## src/hdl/ssdec_pkg.sv

```systemverilog
package ssdec_pkg;

  // ==========================================================================
  // Register map (byte addresses on the AXI4-Lite bus).
  localparam logic [7:0] ADDR_CTRL = 8'h00;
  localparam logic [7:0] ADDR_INSTR = 8'h04;
  localparam logic [7:0] ADDR_RESULT = 8'h08;
  localparam logic [7:0] ADDR_STATUS = 8'h0C;
  localparam logic [7:0] ADDR_IRQ_STAT = 8'h10;
  localparam logic [7:0] ADDR_IRQ_MASK = 8'h14;

  // ==========================================================================
  // Opcode bytes.
  localparam logic [7:0] OP_ESC = 8'h0F;
  localparam logic [7:0] OP_GRP6 = 8'h00;
  localparam logic [7:0] OP_GRP7 = 8'h01;
  localparam logic [7:0] OP_DBL_LEFT_IMM = 8'hA4;
  localparam logic [7:0] OP_DBL_LEFT_CNT = 8'hA5;
  localparam logic [7:0] OP_DBL_RIGHT_IMM = 8'hAC;
  localparam logic [7:0] OP_DBL_RIGHT_CNT = 8'hAD;
  localparam logic [7:0] OP_MGMT_ENTRY = 8'h38;
  localparam logic [6:0] OP_SHIFT_ONE = 7'h68;
  localparam logic [6:0] OP_SHIFT_CNT = 7'h69;
  localparam logic [6:0] OP_SHIFT_IMM = 7'h60;
  localparam logic [6:0] OP_STRING_STORE = 7'h55;

  // ModR/M reg field selectors.
  localparam logic [2:0] REG_000 = 3'h0;
  localparam logic [2:0] REG_001 = 3'h1;
  localparam logic [2:0] REG_100 = 3'h4;
  localparam logic [2:0] REG_101 = 3'h5;

  // ==========================================================================
  // Clock counts on a cache hit.
  localparam logic [6:0] CLK_DT_STORE = 7'h06;
  localparam logic [6:0] CLK_LOCAL_STORE = 7'h01;
  localparam logic [6:0] CLK_TASK_STORE = 7'h03;
  localparam logic [6:0] CLK_MSW_STORE = 7'h04;
  localparam logic [6:0] CLK_STRING = 7'h02;
  localparam logic [6:0] CLK_ONE = 7'h01;
  localparam logic [6:0] CLK_TWO = 7'h02;
  localparam logic [6:0] CLK_DBL_IMM = 7'h03;
  localparam logic [6:0] CLK_DBL_CNT = 7'h06;
  localparam logic [6:0] CLK_MGMT = 7'h54;

  // ==========================================================================
  // Exception vectors and real-mode limit.
  localparam logic [7:0] EXC_NONE = 8'h00;
  localparam logic [7:0] EXC_INVALID = 8'h06;
  localparam logic [7:0] EXC_STACK = 8'h0C;
  localparam logic [7:0] EXC_GENERAL = 8'h0D;
  localparam logic [16:0] REAL_LIMIT = 17'h0FFFF;

  // Flag field: bits OF SF ZF AF PF CF in that order, high to low.
  localparam int FLAG_W = 6;
  localparam logic [5:0] FL_NONE = 6'h00;
  localparam logic [5:0] FL_SZPC = 6'h1B;
  localparam logic [5:0] FL_OSZPC = 6'h3B;
  localparam logic [5:0] FL_OA = 6'h24;
  localparam logic [5:0] FL_A = 6'h04;

  // Control bits, interrupt events, bus response codes and miss penalty.
  localparam int CTRL_PROT = 0;
  localparam int CTRL_GO = 1;
  localparam int CTRL_CACHE_MISS = 2;
  localparam int EV_DONE = 0;
  localparam int EV_FAULT = 1;
  localparam int EV_MGMT = 2;
  localparam int EV_W = 3;
  localparam logic [1:0] RESP_OKAY = 2'h0;
  localparam logic [1:0] RESP_SLVERR = 2'h2;
  localparam logic [6:0] MISS_PENALTY = 7'h04;

  // Operation classes.
  typedef enum logic [3:0] {
    ssdec_op_none,
    ssdec_op_gdt,
    ssdec_op_idt,
    ssdec_op_ldt,
    ssdec_op_task,
    ssdec_op_msw,
    ssdec_op_string,
    ssdec_op_shl,
    ssdec_op_double_left_shift,
    ssdec_op_shr,
    ssdec_op_double_right_shift,
    ssdec_op_mgmt,
    ssdec_op_invalid
  } ssdec_op_t;

  // Decode outcome for one instruction.
  typedef struct packed {
    ssdec_op_t op;
    logic [6:0] clocks;
    logic [5:0] upd_flags;
    logic [5:0] undef_flags;
    logic prot_only;
    logic mgmt_issue;
  } ssdec_dec_t;

  // Instruction presented for decode.
  typedef struct packed {
    logic [7:0] byte0;
    logic [7:0] byte1;
    logic [7:0] modrm;
    logic [7:0] seg_ss;
  } ssdec_instr_t;

endpackage : ssdec_pkg

```

## src/hdl/ssdec_decode.sv

```systemverilog
// ==========================================================================
// Pure combinational opcode decoder.
module ssdec_decode (
  // Instruction bytes.
  input wire ssdec_pkg::ssdec_instr_t instr,
  // Decode result.
  output ssdec_pkg::ssdec_dec_t dec
);

  logic [2:0] reg_field;

  assign reg_field = instr.modrm[5:3];

  // Maps opcode and reg field to operation, count and flag effect.
  always_comb begin
    dec = '{ssdec_pkg::ssdec_op_invalid, ssdec_pkg::CLK_ONE, ssdec_pkg::FL_NONE,
             ssdec_pkg::FL_NONE, 1'b0, 1'b0};
    if (instr.byte0 == ssdec_pkg::OP_ESC) begin
      case (instr.byte1)
        ssdec_pkg::OP_GRP7: begin
          if (reg_field == ssdec_pkg::REG_000) begin
            dec.op = ssdec_pkg::ssdec_op_gdt;
            dec.clocks = ssdec_pkg::CLK_DT_STORE;
          end else if (reg_field == ssdec_pkg::REG_001) begin
            dec.op = ssdec_pkg::ssdec_op_idt;
            dec.clocks = ssdec_pkg::CLK_DT_STORE;
          end else if (reg_field == ssdec_pkg::REG_100) begin
            dec.op = ssdec_pkg::ssdec_op_msw;
            dec.clocks = ssdec_pkg::CLK_MSW_STORE;
          end
        end
        ssdec_pkg::OP_GRP6: begin
          if (reg_field == ssdec_pkg::REG_000) begin
            dec.op = ssdec_pkg::ssdec_op_ldt;
            dec.clocks = ssdec_pkg::CLK_LOCAL_STORE;
            dec.prot_only = 1'b1;
          end else if (reg_field == ssdec_pkg::REG_001) begin
            dec.op = ssdec_pkg::ssdec_op_task;
            dec.clocks = ssdec_pkg::CLK_TASK_STORE;
            dec.prot_only = 1'b1;
          end
        end
        ssdec_pkg::OP_DBL_LEFT_IMM, ssdec_pkg::OP_DBL_LEFT_CNT: begin
          dec.op = ssdec_pkg::ssdec_op_double_left_shift;
          dec.clocks = (instr.byte1 == ssdec_pkg::OP_DBL_LEFT_IMM) ?
                       ssdec_pkg::CLK_DBL_IMM : ssdec_pkg::CLK_DBL_CNT;
          dec.upd_flags = ssdec_pkg::FL_SZPC;
          dec.undef_flags = ssdec_pkg::FL_OA;
        end
        ssdec_pkg::OP_DBL_RIGHT_IMM, ssdec_pkg::OP_DBL_RIGHT_CNT: begin
          dec.op = ssdec_pkg::ssdec_op_double_right_shift;
          dec.clocks = (instr.byte1 == ssdec_pkg::OP_DBL_RIGHT_IMM) ?
                       ssdec_pkg::CLK_DBL_IMM : ssdec_pkg::CLK_DBL_CNT;
          dec.upd_flags = ssdec_pkg::FL_SZPC;
          dec.undef_flags = ssdec_pkg::FL_OA;
        end
        ssdec_pkg::OP_MGMT_ENTRY: begin
          dec.op = ssdec_pkg::ssdec_op_mgmt;
          dec.clocks = ssdec_pkg::CLK_MGMT;
          dec.mgmt_issue = 1'b1;
        end
        default: begin
          dec.op = ssdec_pkg::ssdec_op_invalid;
        end
      endcase
    end else if (instr.byte0[7:1] == ssdec_pkg::OP_STRING_STORE) begin
      dec.op = ssdec_pkg::ssdec_op_string;
      dec.clocks = ssdec_pkg::CLK_STRING;
    end else if (instr.byte0[7:1] == ssdec_pkg::OP_SHIFT_ONE ||
                 instr.byte0[7:1] == ssdec_pkg::OP_SHIFT_CNT ||
                 instr.byte0[7:1] == ssdec_pkg::OP_SHIFT_IMM) begin
      if (reg_field == ssdec_pkg::REG_100) begin
        dec.op = ssdec_pkg::ssdec_op_shl;
        dec.clocks = (instr.byte0[7:1] == ssdec_pkg::OP_SHIFT_CNT) ?
                     ssdec_pkg::CLK_TWO : ssdec_pkg::CLK_ONE;
        dec.upd_flags = (instr.byte0[7:1] == ssdec_pkg::OP_SHIFT_ONE) ?
                        ssdec_pkg::FL_OSZPC : ssdec_pkg::FL_SZPC;
        dec.undef_flags = (instr.byte0[7:1] == ssdec_pkg::OP_SHIFT_ONE) ?
                          ssdec_pkg::FL_A : ssdec_pkg::FL_OA;
      end else if (reg_field == ssdec_pkg::REG_101) begin
        dec.op = ssdec_pkg::ssdec_op_shr;
        dec.clocks = ssdec_pkg::CLK_TWO;
        dec.upd_flags = (instr.byte0[7:1] == ssdec_pkg::OP_SHIFT_ONE) ?
                        ssdec_pkg::FL_OSZPC : ssdec_pkg::FL_SZPC;
        dec.undef_flags = (instr.byte0[7:1] == ssdec_pkg::OP_SHIFT_ONE) ?
                          ssdec_pkg::FL_A : ssdec_pkg::FL_OA;
      end
    end
  end

endmodule : ssdec_decode

```

## src/hdl/ssdec_top.sv

```systemverilog
module ssdec_top (
  // Clock and reset.
  input wire logic aclk,
  input wire logic aresetn,
  // AXI4-Lite write address and data.
  input wire logic [7:0] s_axi_awaddr,
  input wire logic s_axi_awvalid,
  output logic s_axi_awready,
  input wire logic [31:0] s_axi_wdata,
  input wire logic [3:0] s_axi_wstrb,
  input wire logic s_axi_wvalid,
  output logic s_axi_wready,
  // AXI4-Lite write response.
  output logic [1:0] s_axi_bresp,
  output logic s_axi_bvalid,
  input wire logic s_axi_bready,
  // AXI4-Lite read.
  input wire logic [7:0] s_axi_araddr,
  input wire logic s_axi_arvalid,
  output logic s_axi_arready,
  output logic [31:0] s_axi_rdata,
  output logic [1:0] s_axi_rresp,
  output logic s_axi_rvalid,
  input wire logic s_axi_rready,
  // Interrupt.
  output logic irq
);

  // ==========================================================================
  // Execution states.
  typedef enum logic [1:0] {
    ssdec_idle,
    ssdec_run,
    ssdec_done
  } ssdec_state_t;

  // All state of the block.
  typedef struct packed {
    logic awready;
    logic wready;
    logic aw_got;
    logic w_got;
    logic [7:0] awaddr;
    logic [31:0] wdata;
    logic [3:0] wstrb;
    logic bvalid;
    logic [1:0] bresp;
    logic arready;
    logic rvalid;
    logic [31:0] rdata;
    logic [1:0] rresp;
    logic [2:0] ctrl;
    ssdec_pkg::ssdec_instr_t instr;
    logic [16:0] operand_end;
    ssdec_state_t state;
    logic [6:0] count;
    ssdec_pkg::ssdec_dec_t dec;
    logic [7:0] exc;
    logic mgmt_active;
    logic [ssdec_pkg::EV_W-1:0] irq_stat;
    logic [ssdec_pkg::EV_W-1:0] irq_mask;
    logic irq;
  } ssdec_state_all_t;

  ssdec_state_all_t r;
  ssdec_state_all_t next_r;
  ssdec_pkg::ssdec_dec_t dec_now;

  // Byte-lane merge of a write into an existing word.
  function automatic logic [31:0] ssdec_merge(input logic [31:0] old_v,
                                              input logic [31:0] new_v,
                                              input logic [3:0] strb);
    logic [31:0] res;
    res = old_v;
    for (int i = 0; i < 4; i++) begin
      if (strb[i]) begin
        res[i*8 +: 8] = new_v[i*8 +: 8];
      end
    end
    return res;
  endfunction : ssdec_merge

  // ==========================================================================
  // Decoder instance.
  ssdec_decode u_decode (
    .instr(r.instr),
    .dec(dec_now)
  );

  // ==========================================================================
  // Next-state logic.
  always_comb begin
    logic [ssdec_pkg::EV_W-1:0] ev;
    logic [31:0] wmerged;
    logic [7:0] fault;
    ev = '0;
    wmerged = '0;
    fault = ssdec_pkg::EXC_NONE;
    next_r = r;

    // Write address and data may arrive in either order.
    if (s_axi_awvalid && r.awready) begin
      next_r.aw_got = 1'b1;
      next_r.awaddr = s_axi_awaddr;
      next_r.awready = 1'b0;
    end
    if (s_axi_wvalid && r.wready) begin
      next_r.w_got = 1'b1;
      next_r.wdata = s_axi_wdata;
      next_r.wstrb = s_axi_wstrb;
      next_r.wready = 1'b0;
    end
    if (r.bvalid && s_axi_bready) begin
      next_r.bvalid = 1'b0;
      next_r.awready = 1'b1;
      next_r.wready = 1'b1;
    end

    // Register write once both halves are in.
    if (r.aw_got && r.w_got && !r.bvalid) begin
      next_r.aw_got = 1'b0;
      next_r.w_got = 1'b0;
      next_r.bvalid = 1'b1;
      next_r.bresp = ssdec_pkg::RESP_OKAY;
      case (r.awaddr)
        ssdec_pkg::ADDR_CTRL: begin
          wmerged = ssdec_merge({29'h0, r.ctrl}, r.wdata, r.wstrb);
          next_r.ctrl = wmerged[2:0];
        end
        ssdec_pkg::ADDR_INSTR: begin
          if (r.state != ssdec_run) begin
            next_r.instr = ssdec_merge(r.instr, r.wdata, r.wstrb);
          end
        end
        ssdec_pkg::ADDR_RESULT: begin
          wmerged = ssdec_merge({15'h0, r.operand_end}, r.wdata, r.wstrb);
          next_r.operand_end = wmerged[16:0];
        end
        ssdec_pkg::ADDR_IRQ_STAT: begin
          if (r.wstrb[0]) begin
            next_r.irq_stat = r.irq_stat & ~r.wdata[ssdec_pkg::EV_W-1:0];
          end
        end
        ssdec_pkg::ADDR_IRQ_MASK: begin
          if (r.wstrb[0]) begin
            next_r.irq_mask = r.wdata[ssdec_pkg::EV_W-1:0];
          end
        end
        ssdec_pkg::ADDR_STATUS: begin
          next_r.bresp = ssdec_pkg::RESP_OKAY;
        end
        default: begin
          next_r.bresp = ssdec_pkg::RESP_SLVERR;
        end
      endcase
    end

    // Register read.
    if (r.rvalid && s_axi_rready) begin
      next_r.rvalid = 1'b0;
      next_r.arready = 1'b1;
    end
    if (s_axi_arvalid && r.arready) begin
      next_r.arready = 1'b0;
      next_r.rvalid = 1'b1;
      next_r.rresp = ssdec_pkg::RESP_OKAY;
      case (s_axi_araddr)
        ssdec_pkg::ADDR_CTRL: next_r.rdata = {29'h0, r.ctrl};
        ssdec_pkg::ADDR_INSTR: next_r.rdata = r.instr;
        ssdec_pkg::ADDR_RESULT: next_r.rdata = {15'h0, r.operand_end};
        ssdec_pkg::ADDR_STATUS: begin
          next_r.rdata = {r.exc, r.dec.undef_flags, r.dec.upd_flags, r.dec.op,
                          r.mgmt_active, r.dec.prot_only, r.state == ssdec_done,
                          r.state == ssdec_run, 4'h0};
        end
        ssdec_pkg::ADDR_IRQ_STAT: next_r.rdata = {29'h0, r.irq_stat};
        ssdec_pkg::ADDR_IRQ_MASK: next_r.rdata = {29'h0, r.irq_mask};
        default: begin
          next_r.rdata = 32'h0000_0000;
          next_r.rresp = ssdec_pkg::RESP_SLVERR;
        end
      endcase
    end

    // Execution sequencer: the go bit self-clears when taken.
    case (r.state)
      ssdec_idle, ssdec_done: begin
        if (r.ctrl[ssdec_pkg::CTRL_GO]) begin
          next_r.ctrl[ssdec_pkg::CTRL_GO] = 1'b0;
          next_r.dec = dec_now;
          if (dec_now.op == ssdec_pkg::ssdec_op_invalid) begin
            fault = ssdec_pkg::EXC_INVALID;
          end else if (dec_now.prot_only && !r.ctrl[ssdec_pkg::CTRL_PROT]) begin
            fault = ssdec_pkg::EXC_INVALID;
          end else if (!r.ctrl[ssdec_pkg::CTRL_PROT] &&
                       r.operand_end > ssdec_pkg::REAL_LIMIT) begin
            fault = r.instr.seg_ss[0] ? ssdec_pkg::EXC_STACK :
                    ssdec_pkg::EXC_GENERAL;
          end
          next_r.exc = fault;
          if (fault != ssdec_pkg::EXC_NONE) begin
            next_r.state = ssdec_done;
            ev[ssdec_pkg::EV_FAULT] = 1'b1;
          end else begin
            next_r.state = ssdec_run;
            // Extra cycles are charged when the operand misses the cache.
            next_r.count = r.ctrl[ssdec_pkg::CTRL_CACHE_MISS] ?
                           7'(dec_now.clocks + ssdec_pkg::MISS_PENALTY) :
                           dec_now.clocks;
            next_r.mgmt_active = dec_now.mgmt_issue;
          end
        end
      end
      ssdec_run: begin
        next_r.count = 7'(r.count - 7'h01);
        if (r.count == 7'h01) begin
          next_r.state = ssdec_done;
          ev[ssdec_pkg::EV_DONE] = 1'b1;
          if (r.mgmt_active) begin
            ev[ssdec_pkg::EV_MGMT] = 1'b1;
            next_r.mgmt_active = 1'b0;
          end
        end
      end
      default: begin
        next_r.state = ssdec_idle;
      end
    endcase

    // Events set sticky bits; a set wins over a clear in the same cycle.
    next_r.irq_stat = next_r.irq_stat | ev;
    next_r.irq = |(next_r.irq_stat & next_r.irq_mask);
  end

  // ==========================================================================
  // State register.
  always_ff @(posedge aclk) begin
    if (!aresetn) begin
      r <= '0;
      r.awready <= 1'b1;
      r.wready <= 1'b1;
      r.arready <= 1'b1;
      r.state <= ssdec_idle;
      r.dec.op <= ssdec_pkg::ssdec_op_none;
    end else begin
      r <= next_r;
    end
  end

  // Outputs straight from flip-flops.
  assign s_axi_awready = r.awready;
  assign s_axi_wready = r.wready;
  assign s_axi_bvalid = r.bvalid;
  assign s_axi_bresp = r.bresp;
  assign s_axi_arready = r.arready;
  assign s_axi_rvalid = r.rvalid;
  assign s_axi_rdata = r.rdata;
  assign s_axi_rresp = r.rresp;
  assign irq = r.irq;

endmodule : ssdec_top

```

## config.mk

```make
export PLATFORM = sky130hd
export DESIGN_NAME = ssdec_top
export DESIGN_NICKNAME = d
export VERILOG_FILES = /design/src/hdl/ssdec_pkg.sv /design/src/hdl/ssdec_decode.sv /design/src/hdl/ssdec_top.sv
export SDC_FILE = /design/constraint.sdc
export NUM_CORES = 1
export LEC_CHECK = 0
export ABC_CLOCK_PERIOD_IN_PS = 2700
export BUFFER_PORTS_ARGS = -buffer_cell sky130_fd_sc_hd__buf_2
export CORE_ASPECT_RATIO = 2
export CORE_MARGIN = 4
export CORE_UTILIZATION = 50
export CTS_CLUSTER_DIAMETER = 200
export DETAILED_ROUTE_END_ITERATION = 10
export PLACE_DENSITY_LB_ADDON = 0.2
export SLEW_MARGIN = 30
export SYNTH_ARGS = -nofsm -noshare
export SYNTH_HDL_FRONTEND = slang
export SYNTH_SLANG_ARGS = --single-unit
```

## constraint.sdc

```tcl
create_clock -name aclk -period 2.7 [get_ports aclk]
set_input_delay 0.135 -clock aclk [delete_from_list [all_inputs] [get_ports aclk]]
set_output_delay 0.135 -clock aclk [all_outputs]
set_load 0.01 [all_outputs]
```

## Yosys cells after proc, flatten, opt, wreduce, memory -nomap -nowiden

Cells that the tools add are included.
Widths: inputs -> output; s select.

- Add/sub/neg operators: 2
- Magnitude comparators: 1
- Equal/unequal tests: 32
- Mux-type cells: 75
- Bitwise operators: 5
- Reductions and logical operators: 43

Operator list:

| operator | number |
|---|---|
| $pmux 32 s6 | 1 |
| $mux 11 | 7 |
| $mux 23 | 3 |
| $mux 32 | 2 |
| $mux 8 | 8 |
| $mux 51 | 1 |
| $mux 43 | 1 |
| $eq 8x4->1 const B | 5 |
| $mux 36 | 1 |
| $pmux 7 s5 | 1 |
| $eq 8x5->1 const B | 4 |
| $eq 8x8->1 const B | 4 |
| $eq 7x7->1 const B | 4 |
| $logic_not 8->1 | 3 |
| $mux 22 | 1 |
| $mux 3 | 7 |
| $pmux 4 s5 | 1 |
| $reduce_and 4->1 | 5 |
| $mux 1 | 19 |
| $mux 2 | 9 |
| $mux 6 | 3 |
| $gt 17x16->1 const B | 1 |
| $mux 17 | 1 |
| $eq 8x3->1 const B | 2 |
| other kinds (35) | 64 |

- Register bits after elaboration: 189
- Bits of input ports: 59
- Output and inout bits: 42
- Logic and storage cells: 193

## Longest topological paths before layout

- Word-level depth: 18
- Gate-level depth with buffers: 10

## Cells and area by module

Synthesis repeated with hierarchy kept, for this count alone.

- Cells, all modules: 967
- Area total of the unflattened synthesis: 8330.5 um2

By module, submodules not included:

| module | times used | cells each | area an instance (um2) | sequential area each (um2) |
|---|---|---|---|---|
| ssdec_top | 1 | 893 | 7818.7 | 3503.4 |
| ssdec_decode | 1 | 74 | 511.7 | 0.0 |

## Worst setup path after synthesis

OpenSTA, ideal clock, no wires.

- Path kind: flip-flop to flip-flop
- Start: register r[85] (netlist name)
- End: register r[45] (netlist name)
- Setup time: 0.115 ns
- Arrival: 2.361 ns
- Data required time: 2.585 ns
- Path slack: 0.224 ns
- Cell stages (with the launch flop): 10
- Clock period less this slack: 2.476 ns
- Path through: dfxtp_1 or2_0 or4_1 buf_6 a31o_4 a2111oi_4 or3_1 buf_6 a21oi_1 o21a_1

- Cells in the longest elaborated chain, start to end: 11
- Elaborated cells on any way between the ends: 30
- Classes of those cells: add/sub: 1; eq/ne: 8; mux: 15; reduce/logical: 6

RTL lines:

| what | RTL line | text |
|---|---|---|
| start, declared | ssdec_top.sv:65 | `ssdec_state_all_t r;` |
| start signal, assigned | ssdec_top.sv:246 | `r <= next_r;` |
| parallel branches: the longest is 11 deep, another holds $add 7x3->7 | -- |  |

Several ways; the timed one is not identified. The select of a mux whose other input is x is not followed.
A chain may end at the register's enable or synchronous reset.

## Worst setup path after layout

- Start: register r[86] (netlist name)
- End: register r[47] (netlist name)

Same word-level chain as after synthesis.

==> run summary <==
Status -> complete, no violations
Setup ws final -> 0.152 ns
Reg clk slew, reported paths -> 0.07 ns
Initial antenna violation count -> 0
Most frequent cells in the layout -> dfxtp_1, nand2_1, buf_2, nor2b_1, mux2i_1
Total Negative Setup Slacks -> 0 ns
Layout Nets -> 1035
Tcrit/Tclk final -> 94.4%
Setup-failing EPs final -> 0
Min-Delay Endpoint -> s_axi_awready
Post-CTS setup buffers -> 0
Slew @ Worst Pin -> 0.802 ns
Min Hold Slack -> 0.0520 ns
Leak pwr -> 3.86 nW
Core ar. -> 14800 sq um
Hold Path Origin -> s_axi_awvalid
Critical R2R Launch -> r[86]
Ant. Diodes -> 0
Inserted Clock Buffers -> 17
Most common cell after layout, fill and taps aside -> dfxtp_1
Top_reg_cell synth -> dfxtp_1
Largest net degree at the start of global routing -> 101
Die outline height -> 182 um
Via count -> 6275
Area grow syn2layout -> 21.2%
Starting Density -> 51.1%
Residual DRC -> 0
HP Class -> in -> reg
CP Cell Sequence -> or4_1, a2111o_1, a31o_4, a2111oi_4, o41ai_1, buf_4, a311oi_2, o31a_1
Worst path max stage delay -> 0.52 ns
Rel. slew slack -> 46.5%
VDD IR-drop max -> 0.424 mV
Final setup skew -> 0.00932 ns
Type of origin of the critical path -> flop
Vias in the first global route -> 6153
Fillers -> 1350
Req. time, crit path -> 3.07 ns
Seq cells post-synth -> 166
Asr flop ratio synth -> 0%
Netlist cell types -> 62
Worst Path Arrival -> 2.92 ns
Ys Warns -> 0
Worst R2R End -> r[47]
Crit-path leading delay family -> compound AO/OA/AOI/OAI gates
Avg Cell Area, Syn -> 8.85 sq um
CTS Root Cell -> clkbuf_16
Tot GR Track Use -> 23.7%
Grt total ovfl -> 0
DIE AREA -> 17300 sq um
Critical path class -> reg -> reg
Layout cell share with drive strength beyond 1 -> 19.1%
Post-synth EDFFs -> 0
Routability Congestion -> 0.919
Count of final hold-check violations -> 0
CTS tree -> done
Die width -> 95.0 um
Syn Inst Count -> 855
Clock sinks -> 166
CP max FO -> 6
Wire per inst -> 16.7 um
CP endpoint kind -> flop
Worst path buffer plus inverter count -> 1
Power Density -> 566 nW/um^2
Top-Level Pins -> 101
Final Power -> 0.00520 W
Detailed Place HPWL -> 14100 um
Post-route antenna net violation count -> 0
Cell depth of the worst hold path -> 2
Initial DRC Count -> 228
Post-Route WL -> 19700 um
TritonRoute pass-1 iters -> 5
Pins over their slew limit -> 0
Minimum clock period -> 2.55 ns
Synthesized area -> 7570 sq um
Pre-CTS setup slack -> 0.0655 ns
First-pass GRT wire length -> 31500 um
Clk_lat worst skew -> 0.43 ns
Sequential area share after synthesis -> 43.9%
R2R cell count -> 8
Layout Utilization -> 61.9%
H-tree Lvls -> 4
Maxcap violations -> 0
Number of placement rows -> 63
Buffers on Ports -> 98
Slowest cell on the critical path -> or4_1
R2R setup slack -> 0.15 ns
RSZ-0062 raised after global routing -> false
Via-to-Cell Ratio -> 5.31
Clk buf depth -> 2
Max frequency -> 0.392 GHz
-- Yosys cell counts, types with 3 or more instances --
master | n | area (sq um)
a21boi_0 | 51 | 383
a21oi_1 | 16 | 80.1
a22oi_1 | 26 | 195
and2_1 | 29 | 181
buf_1 | 4 | 15.0
buf_4 | 36 | 270
clkbuf_1 | 41 | 154
dfxtp_1 | 166 | 3320
ha_1 | 3 | 37.5
inv_1 | 13 | 48.8
mux2_2 | 10 | 113
mux2i_1 | 64 | 641
nand2_1 | 141 | 529
nand2b_1 | 9 | 56.3
nand3_1 | 20 | 100
nand3b_1 | 4 | 30.0
nand4_1 | 5 | 31.3
nor2_1 | 24 | 90.1
nor2b_1 | 71 | 444
nor3_1 | 16 | 80.1
nor3b_1 | 5 | 37.5
o21ai_0 | 46 | 230
o31ai_1 | 4 | 30.0
or3_1 | 3 | 18.8
or4_1 | 4 | 30.0
-- timing repair --
item,4_1_cts,5_1_grt
hold buffers,47,0
gates resized for setup,0,3
setup endpoints to repair,0,6
hold endpoints to repair,48,0
-- cells by family after synthesis --
family,count (synthesis),synth area share [%]
buf+inv,97,6.81
xor+xnor,1,0.116
mux,74,9.95
flops,166,43.9
fa+ha+maj,3,0.496
other cells,1,0.0495
compound gates,170,15.8
simple gates,343,22.9
-- registers in the layout (all words and copies together), names as in the netlist --
signal	count
s_axi_bresp	1
s_axi_arready	1
s_axi_rdata	32
s_axi_bvalid	1
r	126
s_axi_rvalid	1
s_axi_wready	1
s_axi_awready	1
s_axi_rresp	1
irq	1
-- stage by stage --
| stage | area [sq um] | cells |
|---|---|---|
| final | 9180 | 1181 |
| after global routing | 9180 | 1181 |
| after CTS | 9170 | 1181 |
| after detailed placement | 8120 | 1102 |
| after global placement | 8120 | 1102 |
| after floorplan | 7570 | 856 |
-- worst reg2reg max path: cells and delay by family, from the launching register on --
| family | cells | cell delay [ns] |
|---|---|---|
| buf+inv | 1 | 0.16 |
| compound gates | 6 | 1.44 |
| simple gates | 1 | 0.52 |
| flops | 1 | 0.36 |
-- where the power goes --
| group | internal, W | switching [W] | total, W |
|---|---|---|---|
| clock | 0.00133 | 0.00101 | 0.00234 |
| sequential | 0.00250 | 0.0000462 | 0.00254 |
| combinational | 0.000154 | 0.000161 | 0.000314 |
-- layer usage --
| layer | wire length, um | global-route usage (%) | part of all wire (%) | vias up |
|---|---|---|---|---|
| met5 | 0 | 0 | 0 | - |
| met4 | 545 | 10.1 | 2.8 | 0 |
| met3 | 615 | 3.73 | 3.1 | 37 |
| met2 | 10900 | 43.8 | 55 | 139 |
| met1 | 7670 | 25.8 | 39 | 2965 |
| li1 | - | - | - | 3134 |
-- worst max-delay path by stage --
stage / from / end / cells after the start
finish: r[86] / r[47] / 8
global route: r[95] / r[44] / 8
CTS: r[85] / r[45] / 7
detailed placement: r[85] / r[45] / 7
global placement: r[85] / r[45] / 7
floorplan: r[85] / r[45] / 9
-- layout make-up --
class / count / area [sq um] / share of cell area [%]
Clock inverter: 12 / 118 / 1.28
Clock buffer: 20 / 457 / 4.98
Inverter: 13 / 48.8 / 0.532
Multi-Input combinational cell: 593 / 3740 / 40.8
Tap cell: 195 / 244 / 2.66
Sequential cell: 166 / 3320 / 36.2
Timing Repair Buffer: 182 / 1240 / 13.5
Power figures use the tool's default switching activity.
